### config.mk
export PLATFORM = sky130hd
export DESIGN_NAME = rdl_receiver
export DESIGN_NICKNAME = d
export VERILOG_FILES = /design/src/rdl_fifo_mem.v /design/src/rdl_deframer.v /design/src/rdl_receiver.v
export VERILOG_INCLUDE_DIRS = /design/src /design/src/src
export SDC_FILE = /design/constraint.sdc
export NUM_CORES = 1
export LEC_CHECK = 0
export ABC_AREA = 1
export BUFFER_PORTS_ARGS = -buffer_cell sky130_fd_sc_hd__buf_2
export CAP_MARGIN = 10
export CORE_ASPECT_RATIO = 1.75
export CORE_MARGIN = 2
export CORE_UTILIZATION = 45
export CTS_BUF_LIST = sky130_fd_sc_hd__clkbuf_8
export DETAILED_ROUTE_END_ITERATION = 8
export GPL_ROUTABILITY_DRIVEN = 0
export HOLD_SLACK_MARGIN = 0.05
export PLACE_DENSITY_LB_ADDON = 0.15
export RECOVER_POWER = 50
export SYNTH_ARGS = -nofsm -noshare
export SYNTH_HDL_FRONTEND = slang
export SYNTH_SLANG_ARGS = --single-unit
### constraint.sdc
create_clock -name core_clk -period 2.6 [get_ports core_clk]
set_clock_uncertainty 0.1 [all_clocks]
set_input_delay 0.26 -clock core_clk [delete_from_list [all_inputs] [get_ports core_clk]]
set_output_delay 0.26 -clock core_clk [all_outputs]
set_load 0.02 [all_outputs]
### src/rdl_consts.vh
`ifndef RDL_CONSTS_VH
`define RDL_CONSTS_VH

// register offsets
`define RDL_ADDR_CONFIG   8'h24
`define RDL_ADDR_INTCTL   8'h25
`define RDL_ADDR_STATUS   8'h26
`define RDL_ADDR_DATA     8'h27

// configuration register fields
`define RDL_CFG_EN_BIT    0
`define RDL_CFG_ALT_BIT   1
`define RDL_CFG_RESET     2'h0

// interrupt control register fields
`define RDL_THR_MSB       2
`define RDL_THR_LSB       0
`define RDL_THR_RESET     3'h1
`define RDL_CNT_MSB       6
`define RDL_CNT_LSB       4

// status register fields
`define RDL_ST_FE_BIT     0
`define RDL_ST_OVR_BIT    1
`define RDL_ST_EOM_BIT    2
`define RDL_ST_FLG_BIT    3
`define RDL_ST_NVB_MSB    6
`define RDL_ST_NVB_LSB    4

// fifo entry layout
`define RDL_ENTRY_W       13
`define RDL_E_DATA_MSB    7
`define RDL_E_FLG         8
`define RDL_E_EOM         9
`define RDL_E_NVB_MSB     12
`define RDL_E_NVB_LSB     10

// link patterns
`define RDL_FLAG_PATTERN  8'h7e
`define RDL_STUFF_RUN     3'h5
`define RDL_ABORT_RUN     3'h6
`define RDL_IDLE_RUN      3'h7

`endif

### src/rdl_fifo_mem.v
`timescale 1ns/1ps
`include "rdl_consts.vh"

module rdl_fifo_mem #(
    parameter W  = `RDL_ENTRY_W,
    parameter AW = 2
) (
    input  wire          clk,
    input  wire          we,
    input  wire [AW-1:0] waddr,
    input  wire [W-1:0]  wdata,
    input  wire [AW-1:0] raddr,
    output reg  [W-1:0]  rdata
);
    reg [W-1:0] mem [0:(1<<AW)-1];

    always @(posedge clk) begin
        if (we) begin
            mem[waddr] <= wdata;
        end
    end

    // head word: bypass so a word written to the head slot shows at once
    always @(posedge clk) begin
        if (we && (waddr == raddr)) begin
            rdata <= wdata;
        end else begin
            rdata <= mem[raddr];
        end
    end
endmodule

### src/rdl_deframer.v
`timescale 1ns/1ps
`include "rdl_consts.vh"

module rdl_deframer (
    input  wire       clk,
    input  wire       rst,
    input  wire       clear,
    input  wire       bitEn,
    input  wire       bitIn,
    output reg        dataValid,
    output reg        dataBit,
    output reg        flagHit,
    output reg        abortHit,
    output wire [7:0] rawByte
);
    reg  [7:0] window_q;
    reg  [7:0] valid_q;
    reg  [7:0] stuff_q;
    reg  [7:0] lastOut_q;
    reg  [2:0] ones_q;
    reg        flagPend_q;
    reg        abortPend_q;
    wire [7:0] winNext;
    wire       isStuff;
    wire       isFlag;
    wire       isAbort;

    assign winNext = {bitIn, window_q[7:1]};
    assign isFlag  = (winNext == `RDL_FLAG_PATTERN);
    assign isStuff = !bitIn && (ones_q == `RDL_STUFF_RUN);
    assign isAbort = bitIn && (ones_q == `RDL_ABORT_RUN);
    assign rawByte = lastOut_q;

    // ******************************************************
    // flag search, zero removal, abort detection
    // ******************************************************
    always @(posedge clk) begin
        if (rst || clear) begin
            window_q    <= 8'hff;
            ones_q      <= `RDL_IDLE_RUN;
            valid_q     <= 8'h00;
            stuff_q     <= 8'h00;
            lastOut_q   <= 8'hff;
            flagPend_q  <= 1'b0;
            abortPend_q <= 1'b0;
            dataValid   <= 1'b0;
            dataBit     <= 1'b0;
            flagHit     <= 1'b0;
            abortHit    <= 1'b0;
        end else begin
            dataValid <= 1'b0;
            flagHit   <= flagPend_q;
            abortHit  <= abortPend_q;
            flagPend_q  <= 1'b0;
            abortPend_q <= 1'b0;
            if (bitEn) begin
                window_q  <= winNext;
                lastOut_q <= {window_q[0], lastOut_q[7:1]};
                if (bitIn) begin
                    ones_q <= (ones_q == `RDL_IDLE_RUN) ? ones_q
                              : ones_q + 3'h1;
                end else begin
                    ones_q <= 3'h0;
                end
                // the oldest bit leaves ahead of any flag that follows it
                dataValid <= valid_q[0] && !stuff_q[0];
                dataBit   <= window_q[0];
                if (isFlag || isAbort) begin
                    valid_q <= 8'h00;
                    stuff_q <= 8'h00;
                end else begin
                    valid_q <= {1'b1, valid_q[7:1]};
                    stuff_q <= {isStuff, stuff_q[7:1]};
                end
                flagPend_q  <= isFlag;
                abortPend_q <= isAbort;
            end
        end
    end
endmodule

### src/rdl_receiver.v
`timescale 1ns/1ps
`include "rdl_consts.vh"

module rdl_receiver #(
    parameter AW = 2
) (
    input  wire       core_clk,
    input  wire       rst,
    input  wire [7:0] regAddr,
    input  wire [7:0] regWrData,
    input  wire       regWrStb,
    input  wire       regRdStb,
    output reg  [7:0] regRdData,
    input  wire       linkBitEn,
    input  wire       linkBit,
    output reg        rx_data_ready_out,
    output reg        rx_end_of_message_out
);
    localparam CW    = AW + 1;
    localparam DEPTH = 1 << AW;
    localparam EW    = `RDL_ENTRY_W;

    // ******************************************************
    // registers and state
    // ******************************************************
    reg  [1:0]    cfg_q;
    reg  [2:0]    thr_q;
    reg           enPrev_q;
    reg           awaitFirst_q;
    reg           inFrame_q;
    reg  [7:0]    shift_q;
    reg  [3:0]    bitCnt_q;
    reg  [7:0]    pending_q;
    reg           pendValid_q;
    reg           flush_q;
    reg  [AW-1:0] wrPtr_q;
    reg  [AW-1:0] rdPtr_q;
    reg  [CW-1:0] count_q;
    reg           overrun_q;
    reg           stFlg_q;
    reg           stEom_q;
    reg  [2:0]    stNvb_q;
    reg           stFe_q;

    reg           push;
    reg  [EW-1:0] pushWord;
    reg  [AW-1:0] rdPtr_d;
    reg  [CW-1:0] count_d;
    reg           overrun_d;
    reg           eomOut_d;

    wire          enable;
    wire          enRise;
    wire          fifoEmpty;
    wire          fifoFull;
    wire          dataRead;
    wire          statusRead;
    wire          pop;
    wire          accept;
    wire          dfValid;
    wire          dfBit;
    wire          dfFlag;
    wire          dfAbort;
    wire [7:0]    dfRaw;
    wire [EW-1:0] head;
    wire [7:0]    byteNext;
    wire [7:0]    partial;
    wire [7:0]    statusByte;
    wire [7:0]    cntWide;
    wire [2:0]    thrEff;

    assign enable     = cfg_q[`RDL_CFG_EN_BIT] | cfg_q[`RDL_CFG_ALT_BIT];
    assign enRise     = enable && !enPrev_q;
    assign fifoEmpty  = (count_q == {CW{1'b0}});
    assign fifoFull   = (count_q == DEPTH[CW-1:0]);
    assign dataRead   = regRdStb && (regAddr == `RDL_ADDR_DATA);
    assign statusRead = regRdStb && (regAddr == `RDL_ADDR_STATUS);
    assign pop        = dataRead && !fifoEmpty;
    assign accept     = push && (!fifoFull || pop);
    assign byteNext   = {dfBit, shift_q[7:1]};
    assign partial    = shift_q >> (4'h8 - bitCnt_q);
    assign cntWide    = {{(8-CW){1'b0}}, count_q};
    assign thrEff     = (thr_q == 3'h0) ? 3'h1 : thr_q;

    // status byte: what the last data read took out, plus live overrun
    assign statusByte = {1'b0, stNvb_q, stFlg_q, stEom_q, overrun_q,
                         stFe_q};

    // ******************************************************
    // link front end and fifo storage
    // ******************************************************
    rdl_deframer uDeframer (
        .clk       (core_clk),
        .rst       (rst),
        .clear     (enRise || !enable),
        .bitEn     (linkBitEn && enable),
        .bitIn     (linkBit),
        .dataValid (dfValid),
        .dataBit   (dfBit),
        .flagHit   (dfFlag),
        .abortHit  (dfAbort),
        .rawByte   (dfRaw)
    );

    // read address runs a step ahead so the head word is registered
    rdl_fifo_mem #(
        .W  (EW),
        .AW (AW)
    ) uFifoMem (
        .clk   (core_clk),
        .we    (accept),
        .waddr (wrPtr_q),
        .wdata (pushWord),
        .raddr (rdPtr_d),
        .rdata (head)
    );

    // ******************************************************
    // frame assembly: choose at most one fifo entry per cycle
    // ******************************************************
    // bit-oriented codes and idle are not interpreted here;
    // software recognises link states from the entries
    always @* begin
        push     = 1'b0;
        pushWord = {EW{1'b0}};
        if (enable) begin
            if (flush_q) begin
                // remainder of a frame closed by a flag or an abort
                push     = 1'b1;
                pushWord = {bitCnt_q[2:0], 1'b1, 1'b1, partial};
            end else if (dfFlag && awaitFirst_q) begin
                push     = 1'b1;
                pushWord = {3'h0, 1'b1, 1'b1, dfRaw};
            end else if (dfFlag && inFrame_q && pendValid_q) begin
                push     = 1'b1;
                pushWord = {3'h0, (bitCnt_q == 4'h0), 1'b1,
                            pending_q};
            end else if (dfAbort && inFrame_q && pendValid_q) begin
                // a held byte leaves first; a remainder follows it
                push     = 1'b1;
                pushWord = {3'h0, (bitCnt_q == 4'h0), 1'b1,
                            pending_q};
            end else if (dfAbort && inFrame_q && bitCnt_q != 4'h0) begin
                push     = 1'b1;
                pushWord = {bitCnt_q[2:0], 1'b1, 1'b1, partial};
            end else if (dfValid && inFrame_q && bitCnt_q == 4'h7
                         && pendValid_q) begin
                push     = 1'b1;
                pushWord = {3'h0, 1'b0, 1'b1, pending_q};
            end
        end
    end

    always @(posedge core_clk) begin
        if (rst) begin
            enPrev_q     <= 1'b0;
            awaitFirst_q <= 1'b0;
            inFrame_q    <= 1'b0;
            shift_q      <= 8'h00;
            bitCnt_q     <= 4'h0;
            pending_q    <= 8'h00;
            pendValid_q  <= 1'b0;
            flush_q      <= 1'b0;
        end else begin
            enPrev_q <= enable;
            flush_q  <= 1'b0;
            if (enRise || !enable) begin
                awaitFirst_q <= enRise;
                inFrame_q    <= 1'b0;
                bitCnt_q     <= 4'h0;
                pendValid_q  <= 1'b0;
            end else if (flush_q) begin
                bitCnt_q <= 4'h0;
            end else if (dfFlag) begin
                awaitFirst_q <= 1'b0;
                inFrame_q    <= 1'b1;
                pendValid_q  <= 1'b0;
                if (inFrame_q && bitCnt_q != 4'h0) begin
                    flush_q <= 1'b1;
                end else begin
                    bitCnt_q <= 4'h0;
                end
            end else if (dfAbort) begin
                inFrame_q   <= 1'b0;
                pendValid_q <= 1'b0;
                // bits after the held byte are kept, not dropped
                if (inFrame_q && pendValid_q && bitCnt_q != 4'h0) begin
                    flush_q <= 1'b1;
                end else begin
                    bitCnt_q <= 4'h0;
                end
            end else if (dfValid && inFrame_q) begin
                shift_q <= byteNext;
                if (bitCnt_q == 4'h7) begin
                    bitCnt_q    <= 4'h0;
                    pending_q   <= byteNext;
                    pendValid_q <= 1'b1;
                end else begin
                    bitCnt_q <= bitCnt_q + 4'h1;
                end
            end
        end
    end

    // ******************************************************
    // fifo pointers, fill level and overrun
    // ******************************************************
    always @* begin
        rdPtr_d   = pop ? rdPtr_q + {{(AW-1){1'b0}}, 1'b1} : rdPtr_q;
        count_d   = count_q;
        if (enRise) begin
            rdPtr_d = wrPtr_q;
            count_d = {CW{1'b0}};
        end else if (accept && !pop) begin
            count_d = count_q + {{(CW-1){1'b0}}, 1'b1};
        end else if (pop && !accept) begin
            count_d = count_q - {{(CW-1){1'b0}}, 1'b1};
        end
        // a new overrun beats a clear by the same status read
        overrun_d = (push && !accept) ? 1'b1
                  : (statusRead || enRise) ? 1'b0 : overrun_q;
        // end output: last byte of a frame read, or an overrun
        eomOut_d  = (pop && head[`RDL_E_EOM]) || (push && !accept) ? 1'b1
                  : (statusRead || enRise) ? 1'b0 : rx_end_of_message_out;
    end

    always @(posedge core_clk) begin
        if (rst) begin
            wrPtr_q   <= {AW{1'b0}};
            rdPtr_q   <= {AW{1'b0}};
            count_q   <= {CW{1'b0}};
            overrun_q <= 1'b0;
        end else begin
            if (accept && !enRise) begin
                wrPtr_q <= wrPtr_q + {{(AW-1){1'b0}}, 1'b1};
            end
            rdPtr_q   <= rdPtr_d;
            count_q   <= count_d;
            overrun_q <= overrun_d;
        end
    end

    // ******************************************************
    // handshake outputs
    // ******************************************************
    always @(posedge core_clk) begin
        if (rst) begin
            rx_data_ready_out     <= 1'b0;
            rx_end_of_message_out <= 1'b0;
        end else begin
            // high while the fill level is at or above the threshold, taken as 1 when it is 0,
            // or while the overrun bit is set
            rx_data_ready_out     <= ({{(CW > 3 ? CW-3 : 0){1'b0}},
                                      thrEff} <= count_d)
                                     || overrun_d;
            rx_end_of_message_out <= eomOut_d;
        end
    end

    // ******************************************************
    // register port
    // ******************************************************
    always @(posedge core_clk) begin
        if (rst) begin
            cfg_q <= `RDL_CFG_RESET;
            thr_q <= `RDL_THR_RESET;
        end else if (regWrStb) begin
            if (regAddr == `RDL_ADDR_CONFIG) begin
                cfg_q <= {regWrData[`RDL_CFG_ALT_BIT],
                          regWrData[`RDL_CFG_EN_BIT]};
            end
            if (regAddr == `RDL_ADDR_INTCTL) begin
                thr_q <= regWrData[`RDL_THR_MSB:`RDL_THR_LSB];
            end
        end
    end

    // ******************************************************
    // status of the entry taken by the latest data read
    // ******************************************************
    always @(posedge core_clk) begin
        if (rst || enRise) begin
            stFlg_q <= 1'b0;
            stEom_q <= 1'b0;
            stNvb_q <= 3'h0;
            stFe_q  <= 1'b0;
        end else if (dataRead) begin
            if (pop) begin
                stFlg_q <= head[`RDL_E_FLG];
                stEom_q <= head[`RDL_E_EOM];
                stNvb_q <= head[`RDL_E_NVB_MSB:`RDL_E_NVB_LSB];
                // empty after this pop, counting an entry landing now
                stFe_q  <= (count_d == {CW{1'b0}});
            end else begin
                // empty fifo read leaves an all-zero status
                stFlg_q <= 1'b0;
                stEom_q <= 1'b0;
                stNvb_q <= 3'h0;
                stFe_q  <= 1'b0;
            end
        end
    end

    always @(posedge core_clk) begin
        if (rst) begin
            regRdData <= 8'h00;
        end else if (regRdStb) begin
            case (regAddr)
                `RDL_ADDR_CONFIG: regRdData <= {6'h00, cfg_q};
                `RDL_ADDR_INTCTL: regRdData <= {1'b0,
                    cntWide[`RDL_CNT_MSB-`RDL_CNT_LSB:0], 1'b0, thr_q};
                `RDL_ADDR_STATUS: regRdData <= statusByte;
                `RDL_ADDR_DATA:   regRdData <= pop ?
                                  head[`RDL_E_DATA_MSB:0] : 8'h00;
                default:          regRdData <= 8'h00;
            endcase
        end else begin
            regRdData <= 8'h00;
        end
    end
endmodule

# Word-level counts from Yosys, hierarchy flattened
# Memories as Yosys holds them, arrays and structs flattened. A register that Yosys moved wholly into a read port is not among the register bits.
# Cells that the tools add are included.
[classes]
add_sub_neg = 7
order_cmp = 1
eq_ne = 14
shifts = 1
muxes = 55
bitwise_logic = 7
n_reduce_logical = 66
[op_table]
columns = ["op", "count"]
rows = [
  ["13-bit two-way mux", 6],
  ["8-bit by 6-bit == test with 1-bit output (second input constant)", 4],
  ["8-bit case mux with 4 select lines", 1],
  ["1-bit two-way mux", 29],
  ["1-bit logical AND", 26],
  ["4-bit two-way mux", 6],
  ["8-bit two-way mux", 3],
  ["3-bit two-way mux", 7],
  ["3-bit == test (second input constant)", 4],
  ["2-bit AND reduction", 5],
  ["1-bit logical NOT", 9],
  ["3-bit logical NOT", 3],
  ["9-bit two-way mux", 1],
  ["8-bit by 7-bit == test with 1-bit output (second input constant)", 1],
  ["1-bit logical OR", 8],
  ["8-bit by 4-bit >> shifter with 8-bit output", 1],
  ["3-bit by 1-bit adder with 3-bit output (second input constant)", 2],
  ["1-bit NOT", 6],
  ["3-bit AND reduction", 2],
  ["6-bit AND reduction", 1],
  ["2-bit nonzero test", 3],
  ["3-bit nonzero test", 2],
  ["2-bit OR reduction", 3],
  ["5-bit AND reduction", 1],
  ["14 further kinds", 17],
]
[totals]
register_bits = 95
mem_bits_rw = 52
in_bits = 22
out_inout_bits = 10
word_cells = 184
memories = 1
[mem_list]
columns = ["memory", "depth", "width", "rd", "rd_clocked_by_memory_dff", "write_ports", "line_no", "source"]
rows = [
  ["uFifoMem.mem", 4, 13, 1, 1, 1, "rdl_fifo_mem.v:15", "reg [W-1:0] mem [0:(1<<AW)-1];"],
]

# Logic depth before layout (Yosys ltp)
# Gate-level depths: netlist of the first run.
[logic_depth]
depth_word = 18
ltp_mapped = 17
ltp_nobuf = 16

# Hierarchy
# From an unflattened synthesis of the first run, not the netlist that was laid out.
[unflattened]
hier_cells = 856
area_unflattened_um2 = 7054.3
[by_module_without_submodules]
columns = ["mod", "n_inst", "cells_each", "area_each_um2", "seq_area_each_um2"]
rows = [
  ["rdl_receiver", 1, 457, 3130.5, 1081.0],
  ["rdl_fifo_mem", 1, 213, 2297.2, 1601.5],
  ["rdl_deframer", 1, 186, 1626.6, 820.8],
]

# Worst setup path before layout of the first run
# No wires, ideal clock.
[synth_path]
path_kind = "flip-flop to flip-flop"
start = "register bitCnt_q[0]"
end = "register rx_data_ready_out"
setup_ns = 0.115
arrival_ns = 2.194
required_time_ns = 2.385
setup_slack_ns = 0.190
path_stages_with_launch = 17
path_buffers = 1
synth_period_minus_slack_ns = 2.410
cell_sequence = "dfxtp_1 buf_4 inv_4 ha_1 nand3_1 a21oi_2 nand2_4 nand2_4 nand3_1 nand3_2 o211ai_1 ha_1 nand2_1 o21ai_0 nand2_1 o21ai_0 inv_1"
[synth_between]
elab_chain_len = 18
word_cells_on_any_way = 23
classes_between = "order compare (1); eq/ne (1); mux (11); reduce/logical (10)"
[synth_lines]
columns = ["item", "line_no", "source"]
rows = [
  ["start, declared", "rdl_receiver.v:32", "reg [3:0] bitCnt_q;"],
  ["start signal, assigned", "rdl_receiver.v:199", "bitCnt_q <= bitCnt_q + 4'h1;"],
  ["4-bit by 3-bit == test with 1-bit output", "rdl_receiver.v:146", "end else if (dfValid && inFrame_q && bitCnt_q == 4'h7"],
  ["1-bit logical AND", "rdl_receiver.v:146", ""],
  ["1-bit logical AND", "rdl_receiver.v:147", "&& pendValid_q) begin"],
  ["1-bit two-way mux", "rdl_receiver.v:146", ""],
  ["1-bit two-way mux *", "rdl_receiver.v:143", "end else if (dfAbort && inFrame_q && bitCnt_q != 4'h0) begin"],
  ["1-bit two-way mux *", "rdl_receiver.v:138", "end else if (dfAbort && inFrame_q && pendValid_q) begin"],
  ["1-bit two-way mux *", "rdl_receiver.v:134", "end else if (dfFlag && inFrame_q && pendValid_q) begin"],
  ["1-bit two-way mux *", "rdl_receiver.v:131", "end else if (dfFlag && awaitFirst_q) begin"],
  ["(+2 left out)", "-", ""],
  ["1-bit logical AND", "rdl_receiver.v:79", "assign accept = push && (!fifoFull || pop);"],
  ["1-bit logical NOT", "rdl_receiver.v:216, rdl_receiver.v:220", ""],
  ["1-bit logical AND", "rdl_receiver.v:216", "end else if (pop && !accept) begin"],
  ["3-bit two-way mux", "rdl_receiver.v:216", ""],
  ["3-bit two-way mux", "rdl_receiver.v:214", "end else if (accept && !pop) begin"],
  ["3-bit two-way mux", "rdl_receiver.v:211", "if (enRise) begin"],
  ["3-bit less-or-equal comparator", "rdl_receiver.v:254", "thrEff} <= count_d)"],
  ["1-bit logical OR *", "rdl_receiver.v:255", "|| overrun_d;"],
  ["end signal, assigned", "rdl_receiver.v:253", "rx_data_ready_out <= ({{(CW > 3 ? CW-3 : 0){1'b0}},"],
  ["end, declared", "rdl_receiver.v:16", "output reg rx_data_ready_out,"],
]
# Every way passes the cells marked *; elsewhere a longest branch is shown, timed or not.
# A chain may end at the register's enable or synchronous reset.

# Worst setup path in the final report of the first run
[layout_path]
start = "register count_q[1]"
end = "memory uFifoMem.mem[2][3] (netlist bit), enable pin"
[layout_between]
elab_chain_len = 7
word_cells_on_any_way = 9
classes_between = "eq/ne (1); mux (2); reduce/logical (6)"
[layout_lines]
columns = ["item", "line_no", "source"]
rows = [
  ["start, declared", "rdl_receiver.v:38", "reg [CW-1:0] count_q;"],
  ["start signal, assigned", "rdl_receiver.v:231", "count_q <= {CW{1'b0}};"],
  ["start signal, assigned", "rdl_receiver.v:238", "count_q <= count_d;"],
  ["3-bit logical NOT", "rdl_receiver.v:74", "assign fifoEmpty = (count_q == {CW{1'b0}});"],
  ["1-bit logical NOT", "rdl_receiver.v:78", "assign pop = dataRead && !fifoEmpty;"],
  ["1-bit logical AND", "rdl_receiver.v:78", ""],
  ["1-bit logical OR *", "rdl_receiver.v:79", ""],
  ["1-bit logical AND *", "rdl_receiver.v:79", ""],
  ["1-bit two-way mux *", "rdl_fifo_mem.v:18", "if (we) begin"],
  ["1-bit two-way mux (implied by the code) *", "rdl_fifo_mem.v:19", "mem[waddr] <= wdata;"],
  ["end, declared", "rdl_fifo_mem.v:15", ""],
]
# Marked as above.

==> results.py, run 1 <==
metrics = {
    "route": {
        "drc": 0,
        "first_iter_violations": 218,
        "dr.pass1.iters": 5,
        "viasPerCell": 5.409,
        "wire_per_inst_um": 15.85,
        "finalWirelength_um": 16030,
        "drtAntennaViolNets": 0,
        "dr_total_vias": 5468,
    },
    "synth": {
        "avgSynthCellArea_sq_um": 8.588,
        "synth_edf_count": 52,
        "yosys_register_bits": 149,
        "synth-simple-area-share": 0.2122,
        "ys_warn_count": 0,
        "synth_compound_area_frac": 0.1476,
        "syn_area_sq_um": 6570,
        "muxShareOfSynthArea": 0.004571,
        "yosys.area.top_type": "dfxtp_1",
        "synth.area.top_cells": "dfxtp_1, edfxtp_1, nand2_1",
        "synth_nets": 803,
        "synth_xor_area_frac": 0.006475,
        "synth_cell_types": 52,
        "syn_inst": 765,
        "synthAdderAreaFrac": 0.03047,
        "synth_top_family_by_area": "simple AND/OR/NAND/NOR gates",
        "ys.flop_type": "dfxtp_1",
        "synth-async-reset-ratio": 0,
        "synth_top_area_share": 0.2956,
        "yosysSeqAreaShare": 0.5332,
    },
    "die": {
        "dieWidth_um": 95.34,
        "dieArea_sq_um": 15620,
        "start_util": 0.4596,
        "io-pin-count": 32,
        "die_h_um": 163.8,
        "rows": 58,
        "core_sq_um": 14300,
    },
    "clocking": {
        "clk_pin_slew_ns": 0.09,
        "clk_path_buf_depth": 2,
        "numCtsBuffers": 17,
        "clock-sinks": 149,
        "cts_tree": "done",
        "ctsHtreeMaxLevel": 4,
        "worst_skew_pair.late_latency_ns": 0.45,
        "root_buffer": "clkbuf_8",
    },
    "placed_design": {
        "dp_hpwl_um": 11580,
        "port_buffers": 26,
        "place_area_sq_um": 6965,
    },
    "final_layout": {
        "seqCellArea_sq_um": 3506,
        "layout_commonest_cell": "nand2_1",
        "fin_nets": 856,
        "drive_gt1_frac": 0.1312,
        "fillers": 1363,
        "post-route-cell-area_sq_um": 7461,
        "multi_input_area_sq_um": 2649,
        "diodes": 0,
        "utilization": 0.5219,
        "layout_common_cells": "nand2_1, dfxtp_1, nor2_1",
        "syn_to_final_growth_pct": 13.56,
    },
    "grt": {
        "antenna_found_initial": 0,
        "grt_max_degree": 34,
        "overflow": 0,
        "grt_pass1_vias": 5338,
        "grtUsageTotal": 0.2102,
        "grt_pass1_wl_um": 24960,
    },
    "worst_setup_path": {
        "crit_path_top_delay_cell": "dfxtp_1",
        "required_ns": 2.64,
        "cp-end-kind": "register",
        "path_cells": "inv_1, ha_1, nand2_1, nand4_2, inv_2, buf_12, buf_4, nor2_2, nor2_2, inv_1, nor2_1, buf_4",
        "path_buf_inv": 6,
        "critPathKind": "reg2reg",
        "crit_fanout": 13,
        "arrival_ns": 2.47,
        "slowest_delay_ns": 0.37,
        "path_delay_family": "buffers and inverters",
        "start_kind": "register",
    },
    "flow_run": {
        "drv_cap": 0,
    },
    "power": {
        "ir_drop_mv": 0.2878,
        "p_leak_nw": 2.784,
        "power_density_nw_per_um2": 554.4,
    },
    "timing": {
        "setup_tns_ns": 0,
        "holdWs_ns": 0.1291,
        "rsz0062_at_grt": "no",
        "fmax_ghz": 0.4113,
        "finalHoldViolations": 0,
        "period_share": 0.9352,
        "period_needed_ns": 2.432,
        "worstMarginPinSlew_ns": 0.7176,
        "drv_slew": 0,
        "relSlewSlack": 0.5211,
        "final-setup-viol-count": 0,
    },
    "min_path": {
        "min_path_type": "in2reg",
    },
    "status": {
        "status": "completed",
    },
}
-- state kept, by name, summed over array words and instances, names as in the netlist, 4 cells and up, named ones only --
register,flops
regRdData,8
uDeframer.stuff_q,8
uDeframer.valid_q,8
bitCnt_q,4
uFifoMem.mem,52
shift_q,8
uDeframer.window_q,8
uDeframer.rawByte,8
pending_q,8
-- stage by stage --
| step | setup WS [ns] | cells | power, mW |
|---|---|---|---|
| floorplan | 0.1902 | 765 | 2.470 |
| global placement | 0.1095 | 966 | 2.493 |
| detailed placement | 0.1185 | 966 | 2.495 |
| CTS | 0.1064 | 1009 | 4.182 |
| global route | 0.01131 | 1011 | 4.266 |
| finish | 0.1685 | 1011 | 4.136 |
-- final timing paths --
| kind | slack, ns | start | cells past startpoint | endpoint |
|---|---|---|---|---|
| max reg2reg | 0.17 | count_q[1] | 12 | uFifoMem.mem[2][3] |
| min | 0.13 | regRdStb | 5 | regRdData[1] |
| max | 0.17 | count_q[1] | 12 | uFifoMem.mem[2][3] |
| min reg2reg | 0.31 | uDeframer.abortPend_q | 2 | uDeframer.abortHit |
-- report_power, final --
group / total (mW) / internal [mW] / leakage, nW / switching, mW
logic: 0.0596 / 0.0244 / 1.45 / 0.0352
clock network: 1.69 / 0.703 / 0.191 / 0.983
registers: 2.39 / 2.39 / 1.14 / 0.000163
-- repair_timing --
item / 4_1_cts / 5_1_grt
hold endpoints to repair: 12 / 0
hold buffers: 11 / 0
endpoints found under the setup margin: 0 / 5
setup buffers: 0 / 2
gates resized for setup: 0 / 8
-- synth_stat cells, types with 4 or more instances --
| cell type | number |
|---|---|
| nand2_1 | 150 |
| dfxtp_1 | 97 |
| nor2_1 | 82 |
| inv_1 | 67 |
| o21ai_0 | 63 |
| a21oi_1 | 62 |
| edfxtp_1 | 52 |
| nand3_1 | 43 |
| clkbuf_1 | 18 |
| ha_1 | 16 |
| o22ai_1 | 13 |
| inv_2 | 11 |
| o211ai_1 | 8 |
| nand4_1 | 6 |
| nand2_2 | 5 |
| nor2_2 | 5 |
| nor3_1 | 5 |
| a221oi_1 | 4 |
| buf_2 | 4 |
| nand2_4 | 4 |
| nor2_4 | 4 |
-- cells by family (layout without fill, tap and decap cells) --
kind of cell             count (synthesis)  in the layout
AND/OR/NAND/NOR                        314            314
buffers and inverters                  108            174
adder cells (fa/ha/maj)                 16             16
AO/OA/AOI/OAI                          171            171
flip-flops                             149            149
XOR/XNOR                                 4              4
multiplexers                             3              3
-- routing by layer --
| metal | global-route usage | vias up | wire length, um |
|---|---|---|---|
| li1 | - | 2693 | - |
| met1 | 0.2065 | 2598 | 6085 |
| met2 | 0.4046 | 135 | 8865 |
| met3 | 0.03303 | 42 | 468 |
| met4 | 0.1126 | 0 | 606 |
| met5 | 0 | - | 0 |
-- final cells by class --
| type | count | area share |
|---|---|---|
| Timing Repair Buffer | 60 | 0.05299 |
| Tap cell | 180 | 0.03019 |
| Clock buffer | 17 | 0.03136 |
| Inverter | 82 | 0.04193 |
| Clock inverter | 15 | 0.01861 |
| Multi-Input combinational cell | 508 | 0.3550 |
| Sequential cell | 149 | 0.4699 |
-- tightest hold or removal path, delay by kind of cell --
family | cells | cell delay (ns)
and+or+nand+nor | 2 | 0.10
buffers and inverters | 3 | 0.28
No activity file was read; power rests on OpenSTA's default activity.
==> run 2: changes to the inputs <==
Settings changed: CORE_ASPECT_RATIO 1.75 to 0.7, REMOVE_ABC_BUFFERS set to 1.
Clock period 2.6 ns to 2.65 ns, I/O delays scaled along.
==> run 2 against run 1 <==
  * Flip-flop and latch count stayed put
  * Sequential share of layout area hardly changed
  * Critical path depth is 2 higher
  * Final area hardly changed
  * Global-route usage is 0.62 points higher
  * Highest routed layer unchanged
==> results.py, run 2 (synthesized netlist as in run 1, its figures left out) <==
metrics = {
    "placed_design": {
        "dp_hpwl_um": 11700,
        "port_buffers": 26,
    },
    "final_layout": {
        "largest_reg_flops": 52,
        "fin_nets": 854,
        "layout_commonest_cell": "nand2_1",
        "diodes": 0,
        "drive_gt1_frac": 0.1291,
        "syn_to_final_growth_pct": 13.60,
        "fillers": 1302,
        "utilization": 0.5294,
        "top_register": "uFifoMem.mem",
        "layout_common_cells": "nand2_1, dfxtp_1, nor2_1",
    },
    "route": {
        "first_iter_violations": 539,
        "drtAntennaViolNets": 0,
        "wire_per_inst_um": 15.70,
        "viasPerCell": 5.269,
        "finalWirelength_um": 16000,
        "dr_total_vias": 5369,
        "dr.pass1.iters": 4,
        "drc": 0,
    },
    "timing": {
        "setup_tns_ns": 0,
        "final-setup-viol-count": 0,
        "finalHoldViolations": 0,
        "relSlewSlack": 0.2343,
        "period_needed_ns": 2.445,
        "worstMarginPinSlew_ns": 1.149,
        "drv_slew": 0,
        "fmax_ghz": 0.4090,
        "period_share": 0.9226,
    },
    "grt": {
        "antenna_found_initial": 0,
        "grt_pass1_wl_um": 25880,
        "grt_max_degree": 34,
        "overflow": 0,
        "grtUsageTotal": 0.2164,
        "grt_pass1_vias": 4966,
    },
    "worst_setup_path": {
        "rrSetupSlack_ns": 0.21,
        "arrival_ns": 2.70,
        "critPathKind": "reg2reg",
        "cp-end-kind": "register",
        "r2r_cells": 14,
        "r2r_start": "count_q[1]",
        "start_kind": "register",
        "required_ns": 2.90,
        "crit_fanout": 5,
        "worstReg2RegEnd": "rx_data_ready_out",
    },
    "clocking": {
        "root_buffer": "clkbuf_8",
        "clk_path_buf_depth": 2,
        "clock-sinks": 149,
        "clk_pin_slew_ns": 0.09,
        "worst_skew_pair.late_latency_ns": 0.45,
        "numCtsBuffers": 17,
        "ctsHtreeMaxLevel": 4,
        "cts_tree": "done",
    },
    "power": {
        "clkPwrFrac": 0.402,
        "power.internal_mw": 3.062,
        "pwr-share-comb": 0.015,
        "p_leak_nw": 2.739,
        "p_seq_frac": 0.583,
        "ir_drop_mv": 0.3692,
        "sw_frac_of_total": 0.2386,
        "power_density_nw_per_um2": 538.8,
        "p_sw_mw": 0.9594,
    },
    "die": {
        "io-pin-count": 32,
        "dieWidth_um": 148.4,
        "rows": 36,
        "die_h_um": 105.1,
        "start_util": 0.4660,
        "dieArea_sq_um": 15600,
        "core_sq_um": 14100,
    },
    "min_path": {
        "hold_end": "uDeframer.abortPend_q",
        "min_path_type": "in2reg",
        "min_from": "linkBitEn",
        "whs_path_depth": 3,
    },
    "status": {
        "status": "completed",
    },
    "flow_run": {
        "drv_cap": 0,
    },
}
-- run 2: cell types whose count changed in the layout (fill, tap and decap cells not counted), sizes merged --
cell         previous run  this run
buf                    33        32
inv                    87        85
clkbuf                 33        35
dlygate4sd3            11         9
clkinvlp                2         7
clkinv                  8         4
-- run 2: layout make-up --
| type | instances | area [sq um] | share of cell area |
|---|---|---|---|
| flip-flops and latches | 149 | 3506 | 0.4697 |
| repair buffers | 58 | 409.1 | 0.05482 |
| clock inverters | 14 | 115.1 | 0.01542 |
| clock buffers | 18 | 247.7 | 0.03319 |
| inverters | 82 | 312.8 | 0.04191 |
| well taps | 190 | 237.7 | 0.03185 |
| multi-input cells | 508 | 2635 | 0.3531 |
-- run 2: worst max-delay path, stage by stage (launching register included) --
cell and delay [ns]:
dfxtp_1 0.37, inv_1 0.10, ha_1 0.21, nand2_1 0.12
nand4_2 0.18, inv_2 0.16, nand3_1 0.10, nand3_2 0.09
o211ai_1 0.13, ha_1 0.32, nand2_1 0.05, o21ai_0 0.14
nand2_1 0.06, o21ai_0 0.15, inv_1 0.05
-- run 2: repair_timing --
action / 4_1_cts / 5_1_grt
endpoints found under the setup margin: 0 / 1
hold buffers: 9 / 0
gates resized for setup: 0 / 3
buffers inserted: 0 / 1
hold endpoints to repair: 10 / 0
-- run 2: per-stage QoR --
stage                     hold slack [ns]  cell area [sq um]  total power [mW]  instances  worst slack (ns)
final                             0.08483               7463             4.021       1019            0.2052
after global routing              0.07995               7463             4.175       1019         -0.002925
after CTS                         0.06381               7488             4.062       1018            0.1402
after detailed placement           0.2992               7036             2.448        977            0.1393
after global placement             0.2993               7036             2.447        977            0.1748
after floorplan                    0.2341               6452             2.421        739            0.1773
-- run 2: worst max-delay path by stage --
stage                 from                  to  slack, ns  depth (start not counted)
2_1_floorplan  bitCnt_q[0]  uFifoMem.mem[0][0]       0.18                          9
3_3_place_gp   bitCnt_q[0]   rx_data_ready_out       0.17                         14
3_5_place_dp   bitCnt_q[0]   rx_data_ready_out       0.14                         14
4_1_cts        bitCnt_q[0]   rx_data_ready_out       0.14                         14
5_1_grt         count_q[1]   rx_data_ready_out     -0.003                         14
6_report        count_q[1]   rx_data_ready_out       0.21                         14
-- run 2: power groups by stage --
stage	clock, mW	sequential (mW)	combinational [mW]
floorplan	0	2.40	0.0221
global placement	0	2.40	0.0480
detailed placement	0	2.40	0.0496
CTS	1.66	2.35	0.0592
global route	1.76	2.35	0.0656
finish	1.62	2.35	0.0594
-- run 2: layer usage --
layer | wire (um) | part of all wire | up-vias | GRT usage
li1 | - | - | 2679 | -
met1 | 8312 | 0.52 | 2490 | 0.3394
met2 | 6314 | 0.39 | 177 | 0.2870
met3 | 1196 | 0.075 | 23 | 0.06376
met4 | 171 | 0.011 | 0 | 0.05374
met5 | 0 | 0 | - | 0
==> run 3: changes to the inputs <==
Settings changed: SYNTH_HIERARCHICAL set to 1.
==> run 3 against run 2 <==
  * Flip-flop and latch count is the same
  * Clock power grew 6%
  * Worst hold slack improved by 0.064 ns
  * Critical path depth down 5
  * Largest power group unchanged
  * Critical path type unchanged
  * Largest cell class unchanged
  * Area after synthesis rose by 7.4%
==> results.py, run 3 <==
metrics = {
    "status": {
        "status": "completed",
    },
    "worst_setup_path": {
        "cp_common_cell": "inv_1",
        "start_kind": "register",
        "cp-end-kind": "register",
        "required_ns": 2.75,
        "arrival_ns": 2.56,
        "path_cells": "inv_1, ha_2, nand3_2, nand3_1, o21ai_2, inv_1, a21oi_1, a311oi_1, buf_4",
        "path_buf_inv": 3,
        "critPathKind": "reg2reg",
        "crit_path_top_delay_cell": "dfxtp_1",
        "slowest_delay_ns": 0.36,
        "path_delay_family": "compound AO/OA/AOI/OAI gates",
        "crit_fanout": 10,
    },
    "die": {
        "rows": 38,
        "io-pin-count": 32,
        "dieWidth_um": 153.6,
        "die_h_um": 108.8,
        "dieArea_sq_um": 16710,
        "start_util": 0.4579,
        "core_sq_um": 15400,
    },
    "synth": {
        "synth_most_common_cell": "nand2_1",
        "synth_edf_count": 52,
        "yosysSeqAreaShare": 0.4966,
        "ys_warn_count": 6,
        "synth.area.top_cells": "dfxtp_1, edfxtp_1, nand2_1",
        "synth-async-reset-ratio": 0,
        "syn_inst": 856,
        "synth_top_area_share": 0.2753,
        "yosys_register_bits": 149,
        "avgSynthCellArea_sq_um": 8.241,
        "ys.flop_type": "dfxtp_1",
        "yosys.area.top_type": "dfxtp_1",
        "synth_cell_types": 50,
        "synthTopCellsByCount": "nand2_1, inv_1, dfxtp_1",
        "syn_area_sq_um": 7054,
    },
    "clocking": {
        "cts_setup_buffers": 0,
        "ctsHtreeMaxLevel": 4,
        "clock-sinks": 149,
        "clk_pin_slew_ns": 0.08,
        "worst_skew_pair.late_latency_ns": 0.45,
        "numCtsBuffers": 17,
        "clk_path_buf_depth": 2,
        "root_buffer": "clkbuf_8",
        "cts_tree": "done",
    },
    "timing": {
        "worstMarginPinSlew_ns": 0.9117,
        "final-setup-viol-count": 0,
        "period_share": 0.9303,
        "finalHoldViolations": 0,
        "fmax_ghz": 0.4056,
        "relSlewSlack": 0.3922,
        "period_needed_ns": 2.465,
        "rsz0062_at_grt": "no",
        "drv_slew": 0,
        "setup_tns_ns": 0,
    },
    "grt": {
        "overflow": 0,
        "grtUsageTotal": 0.2008,
        "antenna_found_initial": 0,
        "grt_pass1_vias": 4952,
        "grt_max_degree": 27,
        "grt_pass1_wl_um": 25900,
    },
    "power": {
        "sw_frac_of_total": 0.2379,
        "ir_drop_mv": 0.2903,
        "pwr-share-comb": 0.014,
        "power_density_nw_per_um2": 520.5,
        "p_leak_nw": 3.397,
        "p_sw_mw": 0.9791,
        "p_seq_frac": 0.570,
        "power.internal_mw": 3.136,
        "clkPwrFrac": 0.416,
    },
    "route": {
        "drtAntennaViolNets": 0,
        "dr_total_vias": 5468,
        "drc": 0,
        "first_iter_violations": 375,
        "finalWirelength_um": 15870,
        "wire_per_inst_um": 14.13,
        "dr.pass1.iters": 5,
        "viasPerCell": 4.869,
    },
    "final_layout": {
        "layoutNonFillerInstCount": 1123,
        "top_register": "uFifoMem/mem",
        "layout_common_cells": "nand2_1, inv_1, dfxtp_1",
        "fin_nets": 944,
        "layout_commonest_cell": "nand2_1",
        "largest_reg_flops": 52,
        "diodes": 0,
        "syn_to_final_growth_pct": 12.10,
        "drive_gt1_frac": 0.1549,
    },
    "placed_design": {
        "port_buffers": 26,
        "dp_cells": 1081,
        "dp_hpwl_um": 11230,
    },
    "min_path": {
        "min_path_type": "in2reg",
    },
    "flow_run": {
        "drv_cap": 0,
    },
}
[run 3: cell count changes after synthesis, sizes merged, moves of 4 or more]
cell    delta
inv       +59
o21ai     -25
a311oi     +4
nand3     +45
buf       +12
nor2      -27
nand2     +63
clkbuf    -10
a21oi      -8
ha         -4
o22ai     -11
[run 3: worst paths after layout]
kind / start / end / slack, ns / depth (start not counted)
setup / recovery: bitCnt_q[1] / uFifoMem/mem[2][0] / 0.18 / 9
hold / removal: regAddr[1] / regRdData[7] / 0.15 / 5
setup reg to reg: bitCnt_q[1] / uFifoMem/mem[2][0] / 0.18 / 9
hold reg to reg: uDeframer/flagPend_q / uDeframer/flagHit / 0.31 / 2
[run 3: what timing repair did]
action,CTS,global route
gates resized for setup,0,5
setup endpoints to repair,0,1
endpoints found under the hold margin,14,0
hold buffers,10,0
[run 3: worst reg2reg max path, stage by stage, from the launching register on]
cell and delay, ns:
dfxtp_1 0.36, inv_1 0.11, ha_2 0.21, nand3_2 0.11
nand3_1 0.33, o21ai_2 0.36, inv_1 0.18, a21oi_1 0.19
a311oi_1 0.08, buf_4 0.19
[run 3: cell families (layout without fill, tap and decap cells)]
| kind of cell | after synthesis | in the layout | share of synthesized area |
|---|---|---|---|
| compound gates | 125 | 125 | 0.1062 |
| simple gates | 396 | 396 | 0.2641 |
| buf+inv | 167 | 234 | 0.1029 |
| flops | 149 | 149 | 0.4966 |
| fa+ha+maj | 12 | 12 | 0.02128 |
| mux | 1 | 1 | 0.001419 |
| xor+xnor | 6 | 6 | 0.007451 |
[run 3: area by class of cell]
class / instances / area (sq um)
Clock buffer: 17 / 234.0
Clock inverter: 15 / 146.4
Fill cell: 1526 / 7497
Inverter: 139 / 536.8
Multi-Input combinational cell: 540 / 2834
Sequential cell: 149 / 3503
Tap cell: 200 / 250.2
Timing Repair Buffer: 63 / 402.9
[run 3: power by group through the flow]
stage	clock network, mW	registers, mW	logic (mW)
6_report	1.71	2.35	0.0567
3_3_place_gp	0	2.40	0.0501
4_1_cts	1.75	2.35	0.0580
2_1_floorplan	0	2.40	0.0217
5_1_grt	1.86	2.35	0.0634
3_5_place_dp	0	2.40	0.0499
[run 3: per-stage QoR]
step                        util  hold WS [ns]  total power, mW  setup WS [ns]  area, sq um
final                     0.5133        0.1489            4.116         0.1847         7908
after global routing      0.5133        0.1463            4.266        0.01855         7908
after CTS                 0.5158        0.1140            4.156         0.1874         7945
after detailed placement  0.4846        0.3007            2.449         0.2079         7465
after global placement    0.4846        0.2999            2.449         0.2310         7465
after floorplan                -        0.2341            2.421        -0.1883         6862
[run 3: per-layer routing]
metal,part of all wire,vias to the layer above,GRT usage
met3,0.059,9,0.05684
met2,0.39,113,0.2644
met5,0,-,0
li1,-,2886,-
met4,0.0083,0,0.04849
met1,0.55,2460,0.3170
